$ cat config.mk
export PLATFORM = sky130hd
export DESIGN_NAME = cid_decode
export DESIGN_NICKNAME = d
export VERILOG_FILES = /design/src/cid_pkg.sv /design/src/cid_decode.sv /design/src/cid_pc_reg.sv
export VERILOG_INCLUDE_DIRS = /design/src
export SDC_FILE = /design/constraint.sdc
export NUM_CORES = 1
export LEC_CHECK = 0
export ABC_CLOCK_PERIOD_IN_PS = 1200
export BUFFER_PORTS_ARGS = -buffer_cell sky130_fd_sc_hd__buf_2
export CORE_UTILIZATION = 38
export CTS_CLUSTER_DIAMETER = 150
export DETAILED_ROUTE_END_ITERATION = 12
export GPL_ROUTABILITY_DRIVEN = 0
export PLACE_DENSITY = 0.74
export SLEW_MARGIN = 20
export SYNTH_ARGS = -nofsm -noshare
export SYNTH_HDL_FRONTEND = slang
export SYNTH_HIERARCHICAL = 1
export SYNTH_SLANG_ARGS = --single-unit
$ cat constraint.sdc
create_clock -name clk -period 1.2 [get_ports clk]
set_clock_uncertainty 0.05 [all_clocks]
set_input_delay 0.12 -clock clk [delete_from_list [all_inputs] [get_ports clk]]
set_output_delay 0.12 -clock clk [all_outputs]
set_load 0.02 [all_outputs]
$ cat src/cid_defines.svh
/*
 * opcode encodings, field positions and cycle counts for the decoder
 * assumes: included by bare name from the package and design files
 */
`ifndef CID_DEFINES_SVH
`define CID_DEFINES_SVH

// ****************************************************************
// instruction encodings (14-bit words)
// ****************************************************************
`define CID_OP_STORE_MASK   14'h3F80  // store: 00 0000 1fff ffff
`define CID_OP_STORE_VAL    14'h0080
`define CID_OP_RETIRQ       14'h0009  // return from interrupt
`define CID_OP_LOADCFG      14'h0062  // legacy configuration load

// ****************************************************************
// field positions and counts
// ****************************************************************
`define CID_GIE_BIT         7         // enable bit in irq control reg
`define CID_RETIRQ_CYCLES   2         // return takes two cycles
`define CID_CTRL_RESET      8'h00     // irq control reg reset value
`define CID_CFG_RESET       8'hFF     // configuration reg reset value

`endif

$ cat src/cid_pkg.sv
/*
 * types shared by the decoder and its pc register
 * assumes: cid_defines.svh on the include path
 */
`include "cid_defines.svh"

package cid_pkg;

   // ****************************************************************
   // decoded operation classes
   // ****************************************************************
   typedef enum logic [1:0] {
      CID_OP_OTHER,
      CID_OP_STORE,
      CID_OP_RET,
      CID_OP_CFG
   } cid_op_e;

   // register file write port
   typedef struct packed {
      logic       en;    // one-cycle write strobe
      logic [6:0] addr;  // file address
      logic [7:0] data;  // written value
   } cid_fwr_s;

   // stack pop request and returned entry
   typedef struct packed {
      logic        pop;  // one-cycle pop strobe
      logic [12:0] top;  // unused on request side
   } cid_pop_s;

endpackage

$ cat src/cid_decode.sv
/*
 * decode and execute for store-to-file, return-from-interrupt and the
 * legacy configuration load
 * assumes: program memory presents one word per cycle with instrValid;
 * stack, register file and irq logic sit outside on the same clock
 */
`timescale 1ns/1ps
`include "cid_defines.svh"

module cid_decode (
   // clock and reset
   input  wire logic            clk,
   input  wire logic            srst,
   // instruction fetch
   input  wire logic            instrValid,
   input  wire logic [13:0]     instr,
   output logic                 instrReady,
   // core state
   input  wire logic [7:0]      accum,
   input  wire logic [12:0]     stackTopEntry,
   // effects
   output cid_pkg::cid_fwr_s    fileWr,
   output logic                 stackPop,
   output logic [12:0]          pc,
   output logic [7:0]           irqControlReg,
   output logic [7:0]           cfgReg,
   output logic                 statusWr,
   output cid_pkg::cid_op_e     lastOp
);
   import cid_pkg::*;

   // ****************************************************************
   // decode
   // ****************************************************************
   cid_op_e    op;         // class of presented word
   logic       busy;       // second cycle of a return
   logic       take;       // word accepted this cycle
   logic       pcLoad;     // pc load strobe

   // busy for the second return cycle, fetch stalls meanwhile
   assign instrReady = !busy;
   assign take       = instrValid && instrReady;

   // classify the word
   // return and config need exact matches; neighbours fall through to other
   always_comb begin
      if ((instr & `CID_OP_STORE_MASK) == `CID_OP_STORE_VAL) begin
         op = CID_OP_STORE;
      end else if (instr == `CID_OP_RETIRQ) begin
         op = CID_OP_RET;
      end else if (instr == `CID_OP_LOADCFG) begin
         op = CID_OP_CFG;
      end else begin
         op = CID_OP_OTHER;
      end
   end

   // ****************************************************************
   // store to file register
   // ****************************************************************
   always_ff @(posedge clk) begin
      if (srst) begin
         fileWr <= '0;
      end else begin
         fileWr.en   <= take && (op == CID_OP_STORE);
         fileWr.addr <= instr[6:0];
         fileWr.data <= accum;
      end
   end

   // address and data follow every cycle; only en marks a write,
   // so the register file must qualify them with en
   // none of these instructions touch the status flags
   assign statusWr = 1'b0;

   // ****************************************************************
   // return from interrupt
   // ****************************************************************
   // pop issued in the second cycle; pc and enable land on its closing edge
   // popping in the stall cycle gives the stack top a cycle to settle
   always_ff @(posedge clk) begin
      if (srst) begin
         busy <= 1'b0;
      end else begin
         busy <= take && (op == CID_OP_RET);
      end
   end

   assign stackPop = busy;
   assign pcLoad   = busy;

   cid_pc_reg u_pc (
      .clk     (clk),
      .srst    (srst),
      .load    (pcLoad),
      .loadVal (stackTopEntry),
      .pc      (pc)
   );

   // enable bit set by the return, other bits kept
   // no clear path here: the irq logic outside owns the clear
   always_ff @(posedge clk) begin
      if (srst) begin
         irqControlReg <= `CID_CTRL_RESET;
      end else if (busy) begin
         irqControlReg[`CID_GIE_BIT] <= 1'b1;
      end
   end

   // ****************************************************************
   // legacy configuration load
   // ****************************************************************
   // kept only for old code; new code should address the register
   // trade-off: a second write path costs one mux on the register
   always_ff @(posedge clk) begin
      if (srst) begin
         cfgReg <= `CID_CFG_RESET;
      end else if (take && (op == CID_OP_CFG)) begin
         cfgReg <= accum;
      end
   end

   // last executed class, for observation
   // lets a monitor see decode results without probing inside
   always_ff @(posedge clk) begin
      if (srst) begin
         lastOp <= CID_OP_OTHER;
      end else if (take) begin
         lastOp <= op;
      end
   end
endmodule

$ cat src/cid_pc_reg.sv
/*
 * program counter holding register, loaded from the stack top
 * assumes: single clock, synchronous active-high reset
 */
`timescale 1ns/1ps
`include "cid_defines.svh"

module cid_pc_reg (
   // clock and reset
   input  wire logic        clk,
   input  wire logic        srst,
   // load port
   input  wire logic        load,
   input  wire logic [12:0] loadVal,
   // held value
   output logic      [12:0] pc
);
   import cid_pkg::*;

   // pc register: reset to zero, loaded on request
   always_ff @(posedge clk) begin
      if (srst) begin
         pc <= 13'h0000;
      end else if (load) begin
         pc <= loadVal;
      end
   end

endmodule

==> flow_results.org <==
** Run status
- The flow ran to the end, and the final reports show no timing, DRC or antenna violations.

** Worst setup path
- For this design, the slowest cell found on the critical path is sky130_fd_sc_hd__or3_1.
- In this run the critical register-to-register path is launched from stackPop$_SDFF_PP0_.
- The worst register-to-register path has a setup slack of 0.02 ns.
- STA classifies the critical path startpoint as a register.
- Required time of the worst setup path :: 1.36 ns
- Crit path largest cell delay :: 0.38 ns
- Worst-path fanout max :: 3
- Endpoint of the worst-slack reg-to-reg timing path :: lastOp[0]$_SDFFE_PP0P_
- The worst register-to-register path has a depth of 5.
- The signal on the critical path passes through buf_6, inv_4, nand2_2, or3_1, a21oi_2.
- STA classifies the critical path endpoint as a register.
- Critical path start-end classification :: register to register
- Arrival @ worst endpoint :: 1.34 ns

** Clock tree
- For this design, the sink count on the clock tree is 41.
- CTS built an H-tree with a depth of 2.
- TritonCTS Buffers :: 5
- The longest clock path from root to sink contains 2 buffers.
- Clock-pin slew was measured on the worst setup and hold paths at 0.07 ns.
- TritonCTS built the clock tree.
- Gates resized during post-CTS repair numbered 0.
- Buffer count from post-CTS setup fixing :: 0
- The number of hold buffers added after CTS was 0.
- At the later pin of the worst-skew pair, clock insertion delay measures 0.27 ns.
- Clock Root Buffer :: sky130_fd_sc_hd__clkbuf_8

** Drt
- The detail route stage leaves a number of antenna-violating nets equal to 0.
- Avg WL per Cell :: 11.0 um
- Count of vias placed by the detailed router :: 1311
- For this block, the routed nets add up to 3.18 mm of wire.
- In the routed design, unresolved DRC markers number 0.
- In the routed layout, each cell is associated on average with a via count of 4.55.
- In this run, the number of DRC markers left after iteration 0 of detailed routing was 41.
- The first detailed-routing pass took 4 iterations.

** Synth
- Of the synthesized area, sequential elements account for 0.543.
- The netlist uses 26 different library cells.
- After synthesis the netlist holds a flip-flop and latch count of 41.
- For this run, asynchronously set or reset flops after synthesis account for 0.
- The commonest cells after synthesis are sky130_fd_sc_hd__dfxtp_1, sky130_fd_sc_hd__nor2_1, sky130_fd_sc_hd__nor2b_1.
- Largest cells by area after synthesis :: sky130_fd_sc_hd__dfxtp_1, sky130_fd_sc_hd__mux2i_1, sky130_fd_sc_hd__nor2b_1, sky130_fd_sc_hd__buf_4, sky130_fd_sc_hd__nor2_1
- The Yosys step of the flow raised 6 warnings.
- Post-synthesis instance area :: 1510 um2
- Area share of the leading cell type in the synthesized netlist :: 0.543
- The most used flip-flop cell after synthesis is sky130_fd_sc_hd__dfxtp_1.
- Cell with the most instances after synthesis :: sky130_fd_sc_hd__dfxtp_1
- Avg Inst Size Synth :: 10.1 um2
- The synthesized design spends more area on one cell type than any other, namely sky130_fd_sc_hd__dfxtp_1.
- Gate count after technology mapping :: 150
- Number of enable-type register cells in the synthesized netlist :: 0

** Floorplan
- The floorplan has 22 rows.
- Measured along the y axis, the die boundary spans 65.1 um.
- IO Count :: 88
- The floorplan step defined a die boundary enclosing 4230 um2.
- The core region is 3740 um2.
- Initial standard-cell utilization of the core :: 0.404
- Measured along the x axis, the die boundary spans 65.1 um.

** Cells and area
- Number of diodes added for antenna fixing :: 0
- Area grow syn2layout :: 38.3%
- Share of final-layout standard cells stronger than drive strength 1 :: 0.450
- In the final design database the tool counted 277 nets.
- Final Util :: 0.558

** GRT
- Wire length of the first global-routing pass :: 4.99 mm
- The number of global-route vias before repair was 1197.
- Remaining global-route overflow :: 0
- Across every metal layer, demand over resource in global routing totals 0.155.
- The number of antenna violations at the first check in global routing was 0.
- Entering global routing, the biggest net connects 21 pins.

** Hold path
- Along the worst hold path, the cell count comes to 2.
- Worst-case hold path end point :: fileWr[1]$_SDFF_PP0_
- The startpoint identified for the worst hold timing path is accum[1].
- Tightest Hold Check Type :: input port to register

** Placement
- Prior to clock tree synthesis, the placed netlist has a worst setup slack of -0.0685 ns.
- Detailed placement ended at an HPWL of 2.46 mm.
- Port Buf Inserts :: 79

** Timing
- Final worst path period need :: 1.18 ns
- The number of hold violations in the final report was 0.
- Setup violations remaining at the end of the flow were counted as 0.
- Final count of pins violating max slew :: 0
- Setup slack on the critical path of the routed design comes to 0.0196 ns.
- Unrepaired setup endpoints after global routing :: yes
- For this run, the top clock speed supported by timing is 847 MHz.
- Share of the clock period used by the worst path after layout :: 0.984

** Power and ir drop
- Across the VDD grid, the largest voltage drop is 0.000457 V.
- Overall power consumption after layout is estimated at 2.45 mW.
- Leak Pwr :: 0.946 nW
- Power Density :: 1170 nW/um2

** Run
- Number of max-capacitance violations reported :: 0
-- where the power goes --
group          total [mW]  internal (mW)  switching, mW
Combinational       0.243          0.100          0.143
Sequential           1.39           1.38        0.00609
Clock               0.813          0.413          0.401
-- logic make-up after synthesis --
group / synth area share
compound gates: 0.0786
mux: 0.0861
buf+inv: 0.0803
flops: 0.543
other cells: 0.00248
simple gates: 0.209
-- layout make-up --
class / instances / area (um2)
Tap cell: 48 / 60.1
Clock buffer: 8 / 80.1
Sequential cell: 41 / 825
Fill cell: 376 / 1650
Multi-Input combinational cell: 99 / 623
Timing Repair Buffer: 91 / 497
Inverter: 1 / 6.26
-- worst max-delay path by stage --
stage | end | startpoint | cells after the start | slack (ns)
finish | lastOp[0]$_SDFFE_PP0P_ | stackPop$_SDFF_PP0_ | 5 | 0.02
detailed placement | fileWr[15]$_SDFF_PP0_ | instr[9] | 5 | -0.07
global placement | fileWr[15]$_SDFF_PP0_ | instr[9] | 5 | -0.03
floorplan | cfgReg[1]$_SDFFE_PP1P_ | stackPop$_SDFF_PP0_ | 5 | 0.01
CTS | cfgReg[3]$_SDFFE_PP1P_ | stackPop$_SDFF_PP0_ | 5 | 0.03
global route | lastOp[0]$_SDFFE_PP0P_ | stackPop$_SDFF_PP0_ | 5 | -0.02
-- layout by cell type, fill, tap and decap left out, types with 2 or more instances in the layout --
cell type	n
sky130_fd_sc_hd__and4_1	2
sky130_fd_sc_hd__o21ai_2	3
sky130_fd_sc_hd__clkbuf_1	3
sky130_fd_sc_hd__nand4_1	2
sky130_fd_sc_hd__conb_1	8
sky130_fd_sc_hd__mux2i_1	13
sky130_fd_sc_hd__o21ai_1	3
sky130_fd_sc_hd__buf_6	3
sky130_fd_sc_hd__nor2b_1	15
sky130_fd_sc_hd__clkbuf_8	5
sky130_fd_sc_hd__nor2_1	18
sky130_fd_sc_hd__dfxtp_1	40
sky130_fd_sc_hd__buf_2	79
sky130_fd_sc_hd__o21ai_0	3
sky130_fd_sc_hd__nand2_2	2
sky130_fd_sc_hd__buf_4	9
sky130_fd_sc_hd__a31oi_1	8
sky130_fd_sc_hd__nand2_1	11
-- per-stage QoR --
step                hold slack (ns)  setup TNS, ns  cell area, um2  instances
floorplan                     0.142              0            1540        157
global placement              0.303         -0.190            1970        280
detailed placement            0.302         -0.413            1970        280
CTS                         0.00994              0            2050        288
global route                 0.0175        -0.0222            2090        288
finish                       0.0186              0            2090        288
-- worst max-delay path, delay by kind of cell, from the launching register on --
| kind | cells | cell delay (ns) |
|---|---|---|
| and+or+nand+nor | 2 | 0.42 |
| DFF | 1 | 0.36 |
| AOI/OAI and AO/OA | 1 | 0.13 |
| buffers and inverters | 2 | 0.16 |
-- metal layers --
| layer | GRT usage | vias to the layer above | wire (um) |
|---|---|---|---|
| met5 | 0 | - | 0 |
| met2 | 0.288 | 49 | 1580 |
| met4 | 0.0707 | 0 | 16 |
| met1 | 0.158 | 589 | 1360 |
| met3 | 0.0440 | 2 | 232 |
| li1 | - | 671 | - |
-- registers in the layout, indices dropped and copies added, names as in the netlist --
signal and cells:
fileWr 16, u_pc/pc 13, cfgReg 8, lastOp 2
irqControlReg 1, stackPop 1
No activity file was read; power rests on OpenSTA's default activity.
